[src/rsd_pkg.sv]
// Purpose: shared constants and frame check for the serial command link
// Assumes: 100 MHz clock, 19200 bit/s line, 11 bits per character
// Notes: link carries whole bytes as one-cycle strobes, spaced one char time
package rsd_pkg;
    // =========================================================
    // timing
    localparam int CLK_HZ = 100_000_000;
    localparam int BIT_RATE = 19200;
    localparam int CHAR_BITS = 11;
    localparam int GAP_HALF_CHARS = 7;
    localparam int CHAR_CYC_DEF = (CLK_HZ / BIT_RATE) * CHAR_BITS;
    // least time, so rounded up
    localparam int GAP_CYC_DEF = (CHAR_CYC_DEF * GAP_HALF_CHARS + 1) / 2;
    localparam int RSP_TMO_CYC_DEF = CHAR_CYC_DEF * 20;
    // =========================================================
    // frame layout
    localparam logic [7:0] CMD_DIAG = 8'h08;
    localparam logic [7:0] CMD_WRMULT = 8'h10;
    localparam logic [15:0] SUB_ECHO = 16'h0000;
    localparam logic [15:0] MAX_WORDS = 16'h0010;
    localparam int BUF_LEN = 41;
    localparam logic [5:0] DIAG_LEN = 6'h08;
    localparam logic [5:0] RSP_LEN = 6'h06;
    localparam logic [5:0] WR_HDR = 6'h07;
    localparam logic [7:0] WR_OVH = 8'h09;
    localparam logic [15:0] CRC_INIT = 16'hFFFF;
    localparam logic [15:0] CRC_POLY = 16'hA001;
    // =========================================================
    // parameter addressing
    localparam int VOL_BIT = 15;
    localparam logic [6:0] FACTORY_GRP = 7'h63;
    localparam logic [15:0] ADDR_RUN_MODE = 16'h0A00;
    localparam logic [15:0] ADDR_PWR_MEM = 16'h0A01;
    localparam logic [15:0] RUN_MODE_MAX = 16'h0002;
    localparam logic [15:0] PWR_MEM_MAX = 16'h0001;
    localparam logic [15:0] RUN_MODE_RST = 16'h0000;
    localparam logic [15:0] PWR_MEM_RST = 16'h0000;
    // =========================================================
    // controller registers (byte addresses)
    localparam logic [11:0] REG_CTRL = 12'h000;
    localparam logic [11:0] REG_STN = 12'h004;
    localparam logic [11:0] REG_ADDR = 12'h008;
    localparam logic [11:0] REG_QTY = 12'h00C;
    localparam logic [11:0] REG_STAT = 12'h010;
    localparam logic [5:0] REG_DATA_PAGE = 6'h01;
    localparam int CTRL_GO = 0;
    localparam int CTRL_KIND = 1;
    localparam int STAT_BUSY = 0;
    localparam int STAT_DONE = 1;
    localparam int STAT_OK = 2;
    localparam int STAT_NORSP = 3;

    function automatic logic [15:0] crc_byte(input logic [15:0] c, input logic [7:0] b);
        logic [15:0] r;
        r = c ^ {8'h00, b};
        for (int i = 0; i < 8; i++) begin
            r = r[0] ? ((r >> 1) ^ CRC_POLY) : (r >> 1);
        end
        return r;
    endfunction
endpackage

[src/rsd_link_if.sv]
// Purpose: byte link between bus master and slave command interpreter
// Assumes: both ends on i_clk; one strobe per character time
// Notes: m_* flows master to slave, s_* slave to master
`timescale 1ns/1ps
interface rsd_link_if;
    logic [7:0] m_byte;
    logic m_vld;
    logic [7:0] s_byte;
    logic s_vld;
    modport master(output m_byte, output m_vld, input s_byte, input s_vld);
    modport slave(input m_byte, input m_vld, output s_byte, output s_vld);
endinterface

[src/rsd_master.sv]
// Purpose: bus master end, sends echo or multi-word write frames
// Assumes: software programs registers over APB, then sets go
// Notes: reply judged by check residue, length and header match
//
// Added by the designer: the APB interface to the registers.
`timescale 1ns/1ps
module rsd_master import rsd_pkg::*; #(
    parameter int CHAR_CYC = CHAR_CYC_DEF,
    parameter int GAP_CYC = GAP_CYC_DEF,
    parameter int RSP_TMO_CYC = RSP_TMO_CYC_DEF
) (
    input wire logic i_clk,
    input wire logic i_nrst,
    input wire logic i_psel,
    input wire logic i_penable,
    input wire logic i_pwrite,
    input wire logic [11:0] i_paddr,
    input wire logic [31:0] i_pwdata,
    output logic [31:0] o_prdata,
    output logic o_pready,
    output logic o_pslverr,
    rsd_link_if.master lnk
);
    typedef enum logic [1:0] {M_IDLE, M_GAP, M_TX, M_RX} rsd_mst_t;

    rsd_mst_t st_q;
    logic [15:0] data_q [16];
    logic kind_q;
    logic [7:0] stn_q;
    logic [15:0] addr_q;
    logic [4:0] qty_q;
    logic done_q, ok_q, norsp_q, got_q, match_q;
    logic [31:0] prdata_q;
    logic pready_q, pslverr_q;
    logic [31:0] tmr_q;
    logic [5:0] idx_q;
    logic [15:0] crc_q;
    logic [7:0] m_byte_q;
    logic m_vld_q;
    logic [7:0] fb;

    // =========================================================
    // apb slave: no wait state, answer prepared in setup cycle
    wire setup = i_psel && !i_penable;
    wire apb_wr = i_psel && i_penable && pready_q && i_pwrite;
    wire is_data = i_paddr[11:6] == REG_DATA_PAGE;
    wire hit = is_data || i_paddr == REG_CTRL || i_paddr == REG_STN || i_paddr == REG_ADDR
        || i_paddr == REG_QTY || i_paddr == REG_STAT;
    wire [31:0] stat = {28'h0000000, norsp_q, ok_q, done_q, st_q != M_IDLE};
    wire [31:0] rd_val = is_data ? {16'h0000, data_q[i_paddr[5:2]]} :
        i_paddr == REG_CTRL ? {30'h00000000, kind_q, 1'b0} :
        i_paddr == REG_STN ? {24'h000000, stn_q} :
        i_paddr == REG_ADDR ? {16'h0000, addr_q} :
        i_paddr == REG_QTY ? {27'h0000000, qty_q} :
        i_paddr == REG_STAT ? stat : 32'h0000_0000;
    wire go = apb_wr && i_paddr == REG_CTRL && i_pwdata[CTRL_GO] && st_q == M_IDLE;

    // =========================================================
    // frame bytes by index
    // quantity kept within 1..16 so the master never oversends
    wire [7:0] qe = qty_q == 5'h00 ? 8'h01 : (qty_q > 5'h10 ? 8'h10 : {3'b000, qty_q});
    wire [5:0] nb = kind_q ? WR_HDR + {qe[4:0], 1'b0} : RSP_LEN;
    wire [5:0] di = idx_q - WR_HDR;
    wire [15:0] dw = data_q[di[4:1]];

    always_comb begin
        fb = 8'h00;
        case (idx_q)
            6'h00: fb = stn_q;
            6'h01: fb = kind_q ? CMD_WRMULT : CMD_DIAG;
            6'h02: fb = kind_q ? addr_q[15:8] : SUB_ECHO[15:8];
            6'h03: fb = kind_q ? addr_q[7:0] : SUB_ECHO[7:0];
            6'h04: fb = kind_q ? 8'h00 : addr_q[15:8];
            6'h05: fb = kind_q ? qe : addr_q[7:0];
            6'h06: fb = {qe[6:0], 1'b0};
            default: fb = di[0] ? dw[7:0] : dw[15:8];
        endcase
    end

    wire [7:0] tx_byte = idx_q == nb ? crc_q[7:0] : (idx_q == nb + 6'h01 ? crc_q[15:8] : fb);

    always_ff @(posedge i_clk) begin
        if (apb_wr && is_data) begin
            data_q[i_paddr[5:2]] <= i_pwdata[15:0];
        end
    end

    always_ff @(posedge i_clk or negedge i_nrst) begin
        if (!i_nrst) begin
            pready_q <= 1'b0;
            pslverr_q <= 1'b0;
            prdata_q <= 32'h0000_0000;
            kind_q <= 1'b0;
            stn_q <= 8'h01;
            addr_q <= 16'h0000;
            qty_q <= 5'h01;
        end else begin
            pready_q <= setup;
            if (setup) begin
                prdata_q <= rd_val;
                pslverr_q <= !hit;
            end
            if (apb_wr && i_paddr == REG_CTRL && st_q == M_IDLE) begin
                kind_q <= i_pwdata[CTRL_KIND];
            end
            if (apb_wr && i_paddr == REG_STN) begin
                stn_q <= i_pwdata[7:0];
            end
            if (apb_wr && i_paddr == REG_ADDR) begin
                addr_q <= i_pwdata[15:0];
            end
            if (apb_wr && i_paddr == REG_QTY) begin
                qty_q <= i_pwdata[4:0];
            end
        end
    end

    // =========================================================
    // link sequencer
    always_ff @(posedge i_clk or negedge i_nrst) begin
        if (!i_nrst) begin
            st_q <= M_IDLE;
            done_q <= 1'b0;
            ok_q <= 1'b0;
            norsp_q <= 1'b0;
            got_q <= 1'b0;
            match_q <= 1'b0;
            tmr_q <= 32'h0000_0000;
            idx_q <= 6'h00;
            crc_q <= CRC_INIT;
            m_byte_q <= 8'h00;
            m_vld_q <= 1'b0;
        end else begin
            m_vld_q <= 1'b0;
            case (st_q)
                M_IDLE: begin
                    if (go) begin
                        done_q <= 1'b0;
                        ok_q <= 1'b0;
                        norsp_q <= 1'b0;
                        tmr_q <= 32'h0000_0000;
                        st_q <= M_GAP;
                    end
                end
                M_GAP: begin
                    if (tmr_q < 32'(GAP_CYC)) begin
                        tmr_q <= tmr_q + 32'h0000_0001;
                    end else begin
                        idx_q <= 6'h00;
                        crc_q <= CRC_INIT;
                        tmr_q <= 32'h0000_0000;
                        st_q <= M_TX;
                    end
                end
                M_TX: begin
                    if (tmr_q != 32'h0000_0000) begin
                        tmr_q <= tmr_q - 32'h0000_0001;
                    end else begin
                        m_byte_q <= tx_byte;
                        m_vld_q <= 1'b1;
                        tmr_q <= 32'(CHAR_CYC - 1);
                        if (idx_q < nb) begin
                            crc_q <= crc_byte(crc_q, tx_byte);
                        end
                        if (idx_q == nb + 6'h01) begin
                            idx_q <= 6'h00;
                            crc_q <= CRC_INIT;
                            got_q <= 1'b0;
                            match_q <= 1'b1;
                            st_q <= M_RX;
                        end else begin
                            idx_q <= idx_q + 6'h01;
                        end
                    end
                end
                M_RX: begin
                    // reply header must repeat the first six request bytes
                    if (lnk.s_vld) begin
                        got_q <= 1'b1;
                        tmr_q <= 32'h0000_0000;
                        crc_q <= crc_byte(crc_q, lnk.s_byte);
                        if (idx_q < RSP_LEN && lnk.s_byte != fb) begin
                            match_q <= 1'b0;
                        end
                        if (idx_q != 6'h3F) begin
                            idx_q <= idx_q + 6'h01;
                        end
                    end else if (!got_q && tmr_q >= 32'(RSP_TMO_CYC)) begin
                        norsp_q <= 1'b1;
                        done_q <= 1'b1;
                        st_q <= M_IDLE;
                    end else if (got_q && tmr_q >= 32'(GAP_CYC)) begin
                        ok_q <= match_q && crc_q == 16'h0000 && idx_q == DIAG_LEN;
                        done_q <= 1'b1;
                        st_q <= M_IDLE;
                    end else begin
                        tmr_q <= tmr_q + 32'h0000_0001;
                    end
                end
                default: st_q <= M_IDLE;
            endcase
        end
    end

    assign o_prdata = prdata_q;
    assign o_pready = pready_q;
    assign o_pslverr = pslverr_q;
    assign lnk.m_byte = m_byte_q;
    assign lnk.m_vld = m_vld_q;
endmodule // rsd_master

[src/flat_wrapper.sv]
// flat-port wrapper written by rule: the top's interface ports become plain ports
module rsd_master_flat import rsd_pkg::*;
#(
    parameter int CHAR_CYC = CHAR_CYC_DEF,
    parameter int GAP_CYC = GAP_CYC_DEF,
    parameter int RSP_TMO_CYC = RSP_TMO_CYC_DEF
)
  (i_clk, i_nrst, i_psel, i_penable, i_pwrite, i_paddr, i_pwdata, o_prdata, o_pready, o_pslverr, lnk_m_byte, lnk_m_vld, lnk_s_byte, lnk_s_vld);
  rsd_link_if lnk_i ();
  input wire logic i_clk;
  input wire logic i_nrst;
  input wire logic i_psel;
  input wire logic i_penable;
  input wire logic i_pwrite;
  input wire logic [11:0] i_paddr;
  input wire logic [31:0] i_pwdata;
  output logic [31:0] o_prdata;
  output logic o_pready;
  output logic o_pslverr;
  output wire logic [$bits(lnk_i.m_byte)-1:0] lnk_m_byte;
  output wire logic [$bits(lnk_i.m_vld)-1:0] lnk_m_vld;
  input wire logic [$bits(lnk_i.s_byte)-1:0] lnk_s_byte;
  input wire logic [$bits(lnk_i.s_vld)-1:0] lnk_s_vld;
  assign lnk_m_byte = lnk_i.m_byte;
  assign lnk_m_vld = lnk_i.m_vld;
  assign lnk_i.s_byte = lnk_s_byte;
  assign lnk_i.s_vld = lnk_s_vld;
  rsd_master #(.CHAR_CYC(CHAR_CYC), .GAP_CYC(GAP_CYC), .RSP_TMO_CYC(RSP_TMO_CYC)) u_core (.i_clk(i_clk), .i_nrst(i_nrst), .i_psel(i_psel), .i_penable(i_penable), .i_pwrite(i_pwrite), .i_paddr(i_paddr), .i_pwdata(i_pwdata), .o_prdata(o_prdata), .o_pready(o_pready), .o_pslverr(o_pslverr), .lnk(lnk_i));
endmodule
[config.mk]
export PLATFORM = sky130hd
export DESIGN_NAME = rsd_master_flat
export DESIGN_NICKNAME = d
export VERILOG_FILES = /design/src/rsd_pkg.sv /design/src/rsd_link_if.sv /design/src/rsd_master.sv /design/src/flat_wrapper.sv
export SDC_FILE = /design/constraint.sdc
export NUM_CORES = 1
export LEC_CHECK = 0
export BUFFER_PORTS_ARGS = -buffer_cell sky130_fd_sc_hd__buf_2
export CORE_ASPECT_RATIO = 1.4
export CORE_MARGIN = 2
export CORE_UTILIZATION = 40
export CTS_CLUSTER_SIZE = 30
export DETAILED_ROUTE_END_ITERATION = 8
export RECOVER_POWER = 25
export SLEW_MARGIN = 20
export SYNTH_ARGS = -nofsm -noshare
export SYNTH_HDL_FRONTEND = slang
export SYNTH_SLANG_ARGS = --single-unit
[constraint.sdc]
create_clock -name i_clk -period 4.1 [get_ports i_clk]
set_clock_uncertainty 0.1 [all_clocks]
set_input_delay 0 -clock i_clk [delete_from_list [all_inputs] [get_ports i_clk]]
set_output_delay 0 -clock i_clk [all_outputs]
set_load 0.05 [all_outputs]
## Word-level counts from Yosys, hierarchy flattened

Memories as Yosys holds them, arrays and structs flattened.
Index checks and enable logic that the tools add are counted.

| word-level totals | value |
|---|---|
| input port bits | 58 |
| memories kept | 1 |
| flip-flop bits (word level) | 134 |
| output and inout bits | 43 |
| logic and storage cells | 215 |
| RAM bits | 256 |

Memory list:

| memory | depth | bits a word | read ports | clocked after Yosys merged registers in | write ports | RTL line | text |
|---|---|---|---|---|---|---|---|
| u_core.data_q | 16 | 16 | 2 | 0 | 1 | rsd_master.sv:27 | `logic [15:0] data_q [16];` |

| cells by class | value |
|---|---|
| mux-type cells | 86 |
| add/sub/neg operators | 6 |
| reductions and logical operators | 45 |
| eq/ne operators | 34 |
| order comparisons | 6 |
| bitwise operators | 19 |

Operator list:

| kind | number |
|---|---|
| 32-bit 2-to-1 mux | 11 |
| 16-bit 2-to-1 mux | 21 |
| 32-bit one-hot mux with 4 select lines | 1 |
| 8-bit 2-to-1 mux | 8 |
| 8-bit one-hot mux with 7 select lines | 1 |
| 2-bit inverter with 3-bit output | 16 |
| 16-bit one-hot mux with 3 select lines | 1 |
| 6-bit 2-to-1 mux | 6 |
| 32-bit by 1-bit adder with 32-bit output (second input constant) | 1 |
| 32-bit by 18-bit greater-or-equal comparator with 1-bit output (second input constant) | 1 |
| 32-bit by 21-bit greater-or-equal comparator with 1-bit output (second input constant) | 1 |
| 32-bit by 18-bit < comparator with 1-bit output (second input constant) | 1 |
| 32-bit nonzero test | 1 |
| 32-bit by 1-bit subtractor with 32-bit output (second input constant) | 1 |
| 16-bit by 8-bit XOR with 16-bit output | 2 |
| 12-bit by 4-bit == test with 1-bit output (second input constant) | 2 |
| 1-bit 2-to-1 mux | 20 |
| 5-bit AND reduction | 4 |
| 6-bit by 3-bit == test with 1-bit output (second input constant) | 3 |
| 6-bit one-hot mux with 3 select lines | 1 |
| 1-bit logical AND | 17 |
| 16-bit zero test | 1 |
| 2-bit 2-to-1 mux | 7 |
| 6-bit by 1-bit adder with 6-bit output (second input constant) | 2 |
| other kinds (36) | 66 |

## Depth between registers and ports, before layout

Gate-level depths: netlist of the first run.

| depth | value |
|---|---|
| depth in word-level cells | 30 |
| depth in mapped cells | 19 |
| gate-level depth less buffers | 16 |

## Least setup slack after synthesis of the first run

Ideal clock, no wire load.

| path | value |
|---|---|
| path type | flip-flop to flip-flop |
| start | register u_core.idx_q[0] |
| end | register u_core.crc_q[15] |
| period minus slack after synthesis | 4402 ps |
| setup slack | -302 ps |
| buffers on the path | 4 |
| stages on the path, launching flop included | 19 |
| required time | 3916 ps |
| library setup time | 84 ps |
| data arrival time | 4218 ps |
| cell sequence | dfrtp_1 buf_6 inv_1 clkbuf_1 ha_1 buf_2 clkbuf_1 or3_1 o311ai_0 a21oi_1 a22o_1 o41ai_1 mux2_2 xnor2_1 xor2_1 xnor3_1 mux2i_1 a221oi_1 nor2_1 |

| between the ends | value |
|---|---|
| word-level cells in the longest chain between the ends | 20 |
| elaborated cells between the ends (all ways) | 38 |
| those cells by class | add/sub (1); order compare (1); eq/ne (9); mux (16); bitwise (8); reduce/logical (2); memory (1) |

RTL lines:

| item | RTL line | text |
|---|---|---|
| start, declared | rsd_master.sv:36 | `logic [5:0] idx_q;` |
| start signal, assigned | rsd_master.sv:172 | `idx_q <= idx_q + 6'h01;` |
| start signal, assigned | rsd_master.sv:186 | `idx_q <= idx_q + 6'h01;` |
| 5-bit by 3-bit subtractor with 5-bit output | rsd_master.sv:63 | `wire [5:0] di = idx_q - WR_HDR;` |
| memory 16 x 16 bit | - |  |
| 8-bit 2-to-1 mux | rsd_master.sv:76 | `default: fb = di[0] ? dw[7:0] : dw[15:8];` |
| 8-bit one-hot mux with 7 select lines | rsd_master.sv:68 | `case (idx_q)` |
| 8-bit 2-to-1 mux (2 in a row) | rsd_master.sv:80 | `wire [7:0] tx_byte = idx_q == nb ? crc_q[7:0] : (idx_q == nb + 6'h01 ? crc_q[15:8] : fb);` |
| 16-bit by 8-bit XOR with 16-bit output | rsd_pkg.sv:55 | `r = c ^ {8'h00, b};` |
| 16-bit 2-to-1 mux / 2-bit inverter with 3-bit output (equally long branches) (6 in a row) | - |  |
| 2-bit inverter with 3-bit output (no line) / 16-bit 2-to-1 mux (equally long branches) | - |  |
| 16-bit 2-to-1 mux (2 in a row) | rsd_pkg.sv:57 | `r = r[0] ? ((r >> 1) ^ CRC_POLY) : (r >> 1);` |
| 16-bit 2-to-1 mux | rsd_master.sv:162 | `if (idx_q < nb) begin` |
| 16-bit 2-to-1 mux | rsd_master.sv:165 | `if (idx_q == nb + 6'h01) begin` |
| 16-bit 2-to-1 mux | rsd_master.sv:156 | `if (tmr_q != 32'h0000_0000) begin` |
| 16-bit one-hot mux with 3 select lines | rsd_master.sv:135 | `case (st_q)` |
| end signal, assigned | rsd_master.sv:163 | `crc_q <= crc_byte(crc_q, tx_byte);` |
| end signal, assigned | rsd_master.sv:181 | `crc_q <= crc_byte(crc_q, lnk.s_byte);` |
| end, declared | rsd_master.sv:37 | `logic [15:0] crc_q;` |

Several ways; a longest one is shown, not always the timed one. The select of a mux whose other input is x is not followed.
A chain may end at the register's enable or synchronous reset.

## Final worst setup path of the first run

| path | value |
|---|---|
| start | register u_core.idx_q[1] |
| end | register u_core.crc_q[0] |

The elaborated chain is that of the path after synthesis.

==> results.sh, run 1 <==
export IMPL_cts_sinks=374
export IMPL_num_rows=98
export IMPL_vias_per_cell=6.23
export IMPL_start_kind="flop"
export IMPL_antenna_found_initial=0
export IMPL_syn_area_sq_um=20700
export IMPL_coreArea_sq_um=51100
export IMPL_grt_use_met1=0.288
export IMPL_clk_latency_ns=0.57
export IMPL_rsz0062_at_grt="true"
export IMPL_place_area_sq_um=22800
export IMPL_avgSynthCellArea_sq_um=12.2
export IMPL_comb_power_share=0.056
export IMPL_die_h_um=273
export IMPL_fin_nets=1990
export IMPL_area_growth_synth_to_final_pct=20.4
export IMPL_internal_power_mw=6.39
export IMPL_totalWireLength_mm=68.0
export IMPL_grt_pass1_vias=16249
export IMPL_violations="negative hold slack, negative setup slack"
export IMPL_instances_no_fill=2597
export IMPL_dp_hpwl_mm=46.9
export IMPL_multi_input_area_sq_um=9640
export IMPL_setup_viol=2
export IMPL_drt_iter0_drc=1679
export IMPL_dr_total_vias=16171
export IMPL_max_slew_margin=0.330
export IMPL_peakVddDrop_v=0.000260
export IMPL_globalRouteOverflowTotal=0
export IMPL_post_route_period_util=1.03
export IMPL_drv_cap=0
export IMPL_yosysUniqueCellTypes=93
export IMPL_p_sw_mw=1.90
export IMPL_numPortBuffers=68
export IMPL_status="finished, violations left"
export IMPL_cts_tree="yes"
export IMPL_cts_max_level=2
export IMPL_p_per_area_nw_per_um2=333
export IMPL_use_met2=0.457
export IMPL_seq_area_frac_synth=0.515
export IMPL_synth_async_reset_ratio=0.316
export IMPL_ff_latch_area_sq_um=10700
export IMPL_dieArea_sq_um=53600
export IMPL_io_pins=101
export IMPL_stdcell_area_sq_um=24900
export IMPL_setup_ws_ns=-0.128
export IMPL_whs_ns=-0.0250
export IMPL_worst_slew_pin_slew_ns=1.00
export IMPL_worstSetupEndpointType="flop"
export IMPL_ctsRootBufferMaster="clkbuf_16"
export IMPL_grt_use_total=0.252
export IMPL_gp_congestion=0.914
export IMPL_crit_arrival_ns=4.61
export IMPL_yosys_warnings=0
export IMPL_maxSlewViolCount=0
export IMPL_p_leak_nw=9.24
export IMPL_critPathKind="flop to flop"
export IMPL_detail_route_first_pass_iterations=6
export IMPL_seqPwrFrac=0.491
export IMPL_placed_cells=2463
export IMPL_layout_drive_gt1_share=0.293
export IMPL_dp_slack_ns=-0.259
export IMPL_clkTransAtPathRegs_ns=0.06
export IMPL_syn_inst=1691
export IMPL_min_period_ns=4.23
export IMPL_grt_pass1_wl_mm=101
export IMPL_hold_viol=11
export IMPL_grt_max_degree=84
export IMPL_required_ns=4.49
export IMPL_worstPathMaxFanout=5
export IMPL_synth_edf_count=256
export IMPL_post_drt_wl_per_cell_um=26.2
export IMPL_clockPowerShare=0.453
export IMPL_ant_nets=0
export IMPL_start_util=0.405
export IMPL_switching_share=0.229
export IMPL_use_met3=0.0372
export IMPL_synth_ff_latch_count=374
export IMPL_top_usage_layer="met2"
export IMPL_cts_made_buffers=40
export IMPL_clk_path_buf_depth=3
export IMPL_min_path_type="primary input to async pin"
export IMPL_fillers=4408
export IMPL_fmax_mhz=237
export IMPL_fp_dieW_um=196
export IMPL_drcViolationCount=0
export IMPL_synth_main_ff_cell="edfxtp_1"
cell families after synthesis:
logic type,after synthesis,share of synthesized area
simple gates,518,0.117
flops,374,0.515
compound gates,351,0.115
mux,188,0.166
buf+inv,162,0.0380
xor+xnor,79,0.0364
fa+ha+maj,18,0.0109
other cells,1,0.000181
layout make-up:
cell class | instances | area share
Sequential cell | 374 | 0.428
Antenna cell | 1 | 0.000100
Multi-Input combinational cell | 1170 | 0.387
Tap cell | 650 | 0.0326
Timing Repair Buffer | 303 | 0.0941
Clock inverter | 26 | 0.0122
Clock buffer | 48 | 0.0422
Inverter | 25 | 0.00377
synthesized netlist by cell type, types with 11 or more instances:
| cell | instances | area [sq um] |
|---|---|---|
| dfstp_2 | 18 | 473 |
| inv_1 | 25 | 93.8 |
| a31oi_1 | 34 | 213 |
| buf_2 | 13 | 65.1 |
| mux2_2 | 42 | 473 |
| buf_4 | 19 | 143 |
| xnor2_1 | 49 | 429 |
| dfrtp_1 | 100 | 2500 |
| nor2_1 | 127 | 477 |
| nor3_1 | 38 | 190 |
| nand2_1 | 180 | 676 |
| nand4_1 | 17 | 106 |
| nor4_1 | 11 | 68.8 |
| a221oi_1 | 17 | 149 |
| nand3_1 | 58 | 290 |
| nand2b_1 | 16 | 100 |
| ha_1 | 18 | 225 |
| xor2_1 | 25 | 219 |
| a21oi_1 | 65 | 325 |
| o21ai_0 | 81 | 405 |
| o22ai_1 | 17 | 106 |
| mux4_2 | 111 | 2500 |
| mux2i_1 | 25 | 250 |
| a22oi_1 | 17 | 128 |
| a22o_1 | 14 | 123 |
| edfxtp_1 | 256 | 7690 |
| clkbuf_1 | 86 | 323 |
registers in the layout, summed over array words and instances, names as in the netlist:
| register | flops |
|---|---|
| u_core.addr_q | 16 |
| u_core.crc_q | 16 |
| u_core.data_q | 256 |
| u_core.done_q | 1 |
| u_core.got_q | 1 |
| u_core.idx_q | 6 |
| u_core.kind_q | 1 |
| u_core.lnk.m_byte | 8 |
| u_core.lnk.m_vld | 1 |
| u_core.match_q | 1 |
| u_core.norsp_q | 1 |
| u_core.o_prdata | 16 |
| u_core.o_pready | 1 |
| u_core.o_pslverr | 1 |
| u_core.ok_q | 1 |
| u_core.qty_q | 5 |
| u_core.st_q | 2 |
| u_core.stn_q | 8 |
| u_core.tmr_q | 32 |
what timing repair did:
| item | 4_1_cts | 5_1_grt |
|---|---|---|
| setup buffers | 18 | 8 |
| hold buffers | 35 | 0 |
| endpoints found under the hold margin | 388 | 0 |
| pin swaps | 14 | 17 |
| cloned | 1 | 0 |
| setup endpoints to repair | 3 | 9 |
| resized for setup | 25 | 25 |
power by group through the flow:
stage                     logic, mW  registers (mW)  clock network (mW)
final                         0.466            4.07                3.76
after global routing          0.492            4.07                3.97
after CTS                     0.468            4.07                3.82
after detailed placement      0.440            4.15                   0
after global placement        0.433            4.15                   0
after floorplan               0.224            4.20                   0
metal layers:
metal | vias up | part of all wire
met3 | 199 | 0.066
met5 | - | 0
met1 | 8213 | 0.36
met2 | 796 | 0.52
li1 | 6963 | -
met4 | 0 | 0.054
through the flow:
stage          power (mW)  hold WS [ns]  utilization  setup TNS [ns]
2_1_floorplan        4.43        -0.396            -               0
3_3_place_gp         4.58        0.0151        0.446          -0.353
3_5_place_dp         4.59        0.0339        0.446          -0.536
4_1_cts              8.36        0.0162        0.485          -0.102
5_1_grt              8.53        0.0325        0.487          -0.922
6_report             8.29       -0.0250        0.487          -0.239
critical path, stage by stage, from the launching register on:
cell      delay (ns)
dfrtp_2         0.44
ha_4            0.19
xor2_4          0.19
buf_12          0.16
buf_12          0.13
buf_8           0.11
or3_4           0.39
o311ai_4        0.07
a21oi_2         0.10
a22o_1          0.23
o41ai_2         0.38
buf_4           0.23
mux2_4          0.19
xnor2_4         0.12
xor2_2          0.19
xnor3_1         0.38
mux2i_1         0.16
buf_4           0.15
xnor2_2         0.12
a21oi_1         0.12
cells in the final DEF (no fill, tap or decap), types with 53 or more instances in the layout:
cell type  netlist  final
mux4_2         111    115
o21ai_0         81     81
nor2_1         127    114
dfrtp_1        100     97
nand2_1        180    179
nand3_1         58     57
buf_2           13     53
edfxtp_1       256    256
buf_4           19    186
a21oi_1         65     63
path summary, 6_finish.rpt:
path	from	end	slack (ns)	cells after the start
worst max-delay path	u_core.idx_q[1]$_DFFE_PN0P_	u_core.crc_q[0]$_DFFE_PN1P_	-0.13	19
worst min-delay path	i_nrst	u_core.tmr_q[30]$_DFFE_PN0P_	-0.02	2
worst max register to register	u_core.idx_q[1]$_DFFE_PN0P_	u_core.crc_q[0]$_DFFE_PN1P_	-0.13	19
worst min register to register	u_core.lnk.m_byte[6]$_DFFE_PN0P_	u_core.lnk.m_byte[6]$_DFFE_PN0P_	0.37	2
max in group asynchronous	i_nrst	u_core.crc_q[5]$_DFFE_PN1P_	2.86	3
min in group i_clk	i_pwrite	u_core.kind_q$_DFFE_PN0P_	0.04	5
Power figures use the tool's default switching activity.
==> run 2, diff against run 1 <==
CELL_PAD_IN_SITES_DETAIL_PLACEMENT = 1   (was default)
CELL_PAD_IN_SITES_GLOBAL_PLACEMENT = 1   (was default)
PLACE_DENSITY_LB_ADDON = 0.1   (was default)
==> run 2 against run 1 <==
  * The flow finishes with violations (negative setup slack)
  * Global-route usage is 3.4 points higher
  * Power up 1.9%
  * Count of clock-buffer cells in the layout shrank 2
  * Die area is the same
  * Utilization up 0.99 points
  * Hold slack improved by 0.11 ns
  * First-iteration DRC count decreased by 36%
  * Highest routed layer is now met5
==> results.sh, run 2 (same netlist as run 1, synthesis figures left out) <==
export IMPL_detail_route_first_pass_iterations=5
export IMPL_drv_cap=0
export IMPL_drcViolationCount=0
export IMPL_drt_iter0_drc=1071
export IMPL_power_total_mw=8.45
export IMPL_fillers=5264
export IMPL_io_pins=101
export IMPL_numPortBuffers=68
export IMPL_cts_tree="yes"
export IMPL_fp_dieW_um=196
export IMPL_p_per_area_nw_per_um2=333
export IMPL_antenna_found_initial=2
export IMPL_largest_register_ffs=256
export IMPL_min_period_ns=4.33
export IMPL_grt_use_total=0.285
export IMPL_cts_sinks=374
export IMPL_worst_slew_pin_slew_ns=0.989
export IMPL_hold_viol=0
export IMPL_cts_max_level=2
export IMPL_dr_total_vias=16358
export IMPL_final_common_cell="edfxtp_1"
export IMPL_layout_drive_gt1_share=0.306
export IMPL_status="finished, violations left"
export IMPL_p_leak_nw=9.51
export IMPL_area_growth_synth_to_final_pct=22.8
export IMPL_dp_hpwl_mm=52.7
export IMPL_crit_chain="nor4_4 -> nor2_2 -> ha_4 -> and3b_1 -> o21ai_2 -> xor2_1 -> nor3_1 -> a311o_1 -> nand4b_1 -> buf_12 -> mux2i_4 -> xnor3_2 -> xor2_2 -> xnor3_1 -> mux2i_1 -> buf_4 -> xnor2_2 -> a21oi_2"
export IMPL_setup_ws_ns=-0.234
export IMPL_crit_arrival_ns=4.76
export IMPL_clkTransAtPathRegs_ns=0.06
export IMPL_setup_viol=2
export IMPL_start_util=0.405
export IMPL_maxSlewViolCount=0
export IMPL_min_path_type="primary input to flop"
export IMPL_insertedDiodeCount=0
export IMPL_globalRouteOverflowTotal=0
export IMPL_ctsRootBufferMaster="clkbuf_16"
export IMPL_max_slew_margin=0.341
export IMPL_vias_per_cell=6.21
export IMPL_num_rows=98
export IMPL_multi_input_area_sq_um=9710
export IMPL_clk_latency_ns=0.59
export IMPL_post_drt_wl_per_cell_um=28.9
export IMPL_dp_slack_ns=-0.371
export IMPL_fmax_mhz=231
export IMPL_post_route_period_util=1.06
export IMPL_mostFrequentLayoutCells="edfxtp_1 (256), buf_4 (207), nand2_1 (178), nor2_1 (113), mux4_2 (111)"
export IMPL_start_kind="flop"
export IMPL_ant_nets=0
export IMPL_slowest_delay_ns=0.45
export IMPL_grt_max_degree=50
export IMPL_critPathKind="flop to flop"
export IMPL_ff_latch_area_sq_um=10700
export IMPL_violations="negative setup slack"
export IMPL_worstPathMaxFanout=7
export IMPL_tns_ns=-0.437
export IMPL_clk_path_buf_depth=3
export IMPL_rsz0062_at_grt="true"
export IMPL_fin_nets=2027
export IMPL_grt_pass1_wl_mm=113
export IMPL_crit_path_top_delay_cell="dfrtp_2"
export IMPL_totalWireLength_mm=76.1
export IMPL_cts_made_buffers=41
export IMPL_worstSetupEndpointType="flop"
export IMPL_required_ns=4.52
export IMPL_dieArea_sq_um=53600
export IMPL_grt_pass1_vias=17360
export IMPL_peakVddDrop_v=0.000393
export IMPL_gp_congestion=0.911
export IMPL_die_h_um=273
export IMPL_coreArea_sq_um=51100
run 2: cell types whose count changed in the layout (fill, tap and decap cells not counted), moves of 5 or more:
cell,before,now
buf_12,11,17
clkinv_2,6,11
clkbuf_1,20,15
buf_4,186,207
run 2: power by group:
part / internal (mW) / switching [mW] / leakage, nW / total, mW
Sequential: 4.06 / 0.0121 / 3.76 / 4.07
Combinational: 0.166 / 0.311 / 5.06 / 0.477
Clock: 2.23 / 1.67 / 0.693 / 3.91
Total: 6.46 / 2.00 / 9.51 / 8.45
run 2: final timing paths:
check / slack [ns] / from / endpoint / depth (start not counted)
setup / recovery: -0.23 / u_core.qty_q[4]$_DFFE_PN0P_ / u_core.crc_q[0]$_DFFE_PN1P_ / 18
hold / removal: 0.09 / i_paddr[4] / u_core.o_prdata[4]$_DFFE_PN0P_ / 4
setup reg to reg: -0.23 / u_core.qty_q[4]$_DFFE_PN0P_ / u_core.crc_q[0]$_DFFE_PN1P_ / 18
hold reg to reg: 0.38 / u_core.lnk.m_byte[6]$_DFFE_PN0P_ / u_core.lnk.m_byte[6]$_DFFE_PN0P_ / 2
max in group asynchronous: 2.65 / i_nrst / u_core.qty_q[4]$_DFFE_PN0P_ / 4
min in group asynchronous: 0.33 / i_nrst / u_core.tmr_q[10]$_DFFE_PN0P_ / 3
run 2: layout make-up:
cell class                 instances  share of cell area
sequential                       374               0.420
clock buffer                      46              0.0423
clock inverter                    30              0.0131
multi-input combinational       1170               0.382
tap                              650              0.0320
timing repair buffer             339               0.108
inverter                          25             0.00369
run 2: routing by layer:
metal,track usage,part of all wire
met5,0,0.00014
met4,0.118,0.044
met3,0.0396,0.046
met2,0.535,0.54
met1,0.323,0.37
run 2: timing repair:
action,4_1_cts,5_1_grt
pin swaps,7,19
endpoints found under the setup margin,5,15
gates cloned,0,0
endpoints found under the hold margin,391,0
resized for setup,26,31
setup buffers,15,9
hold buffers,40,0
run 2: critical path: cells and delay by family (launching register included):
| kind | cells | cell delay, ns |
|---|---|---|
| mux | 2 | 0.42 |
| xor+xnor | 5 | 1.33 |
| simple gates | 5 | 0.93 |
| compound gates | 3 | 0.52 |
| buf+inv | 2 | 0.32 |
| flops | 1 | 0.45 |
| fa+ha+maj | 1 | 0.17 |
run 2: stage by stage:
stage | instances | area, sq um | hold slack, ns | util
2_1_floorplan | 1706 | 20800 | -0.396 | -
3_3_place_gp | 2494 | 23100 | 0.0302 | 0.452
3_5_place_dp | 2494 | 23100 | 0.0266 | 0.452
4_1_cts | 2625 | 25200 | 0.0570 | 0.493
5_1_grt | 2634 | 25400 | 0.102 | 0.497
6_report | 2634 | 25400 | 0.0862 | 0.497
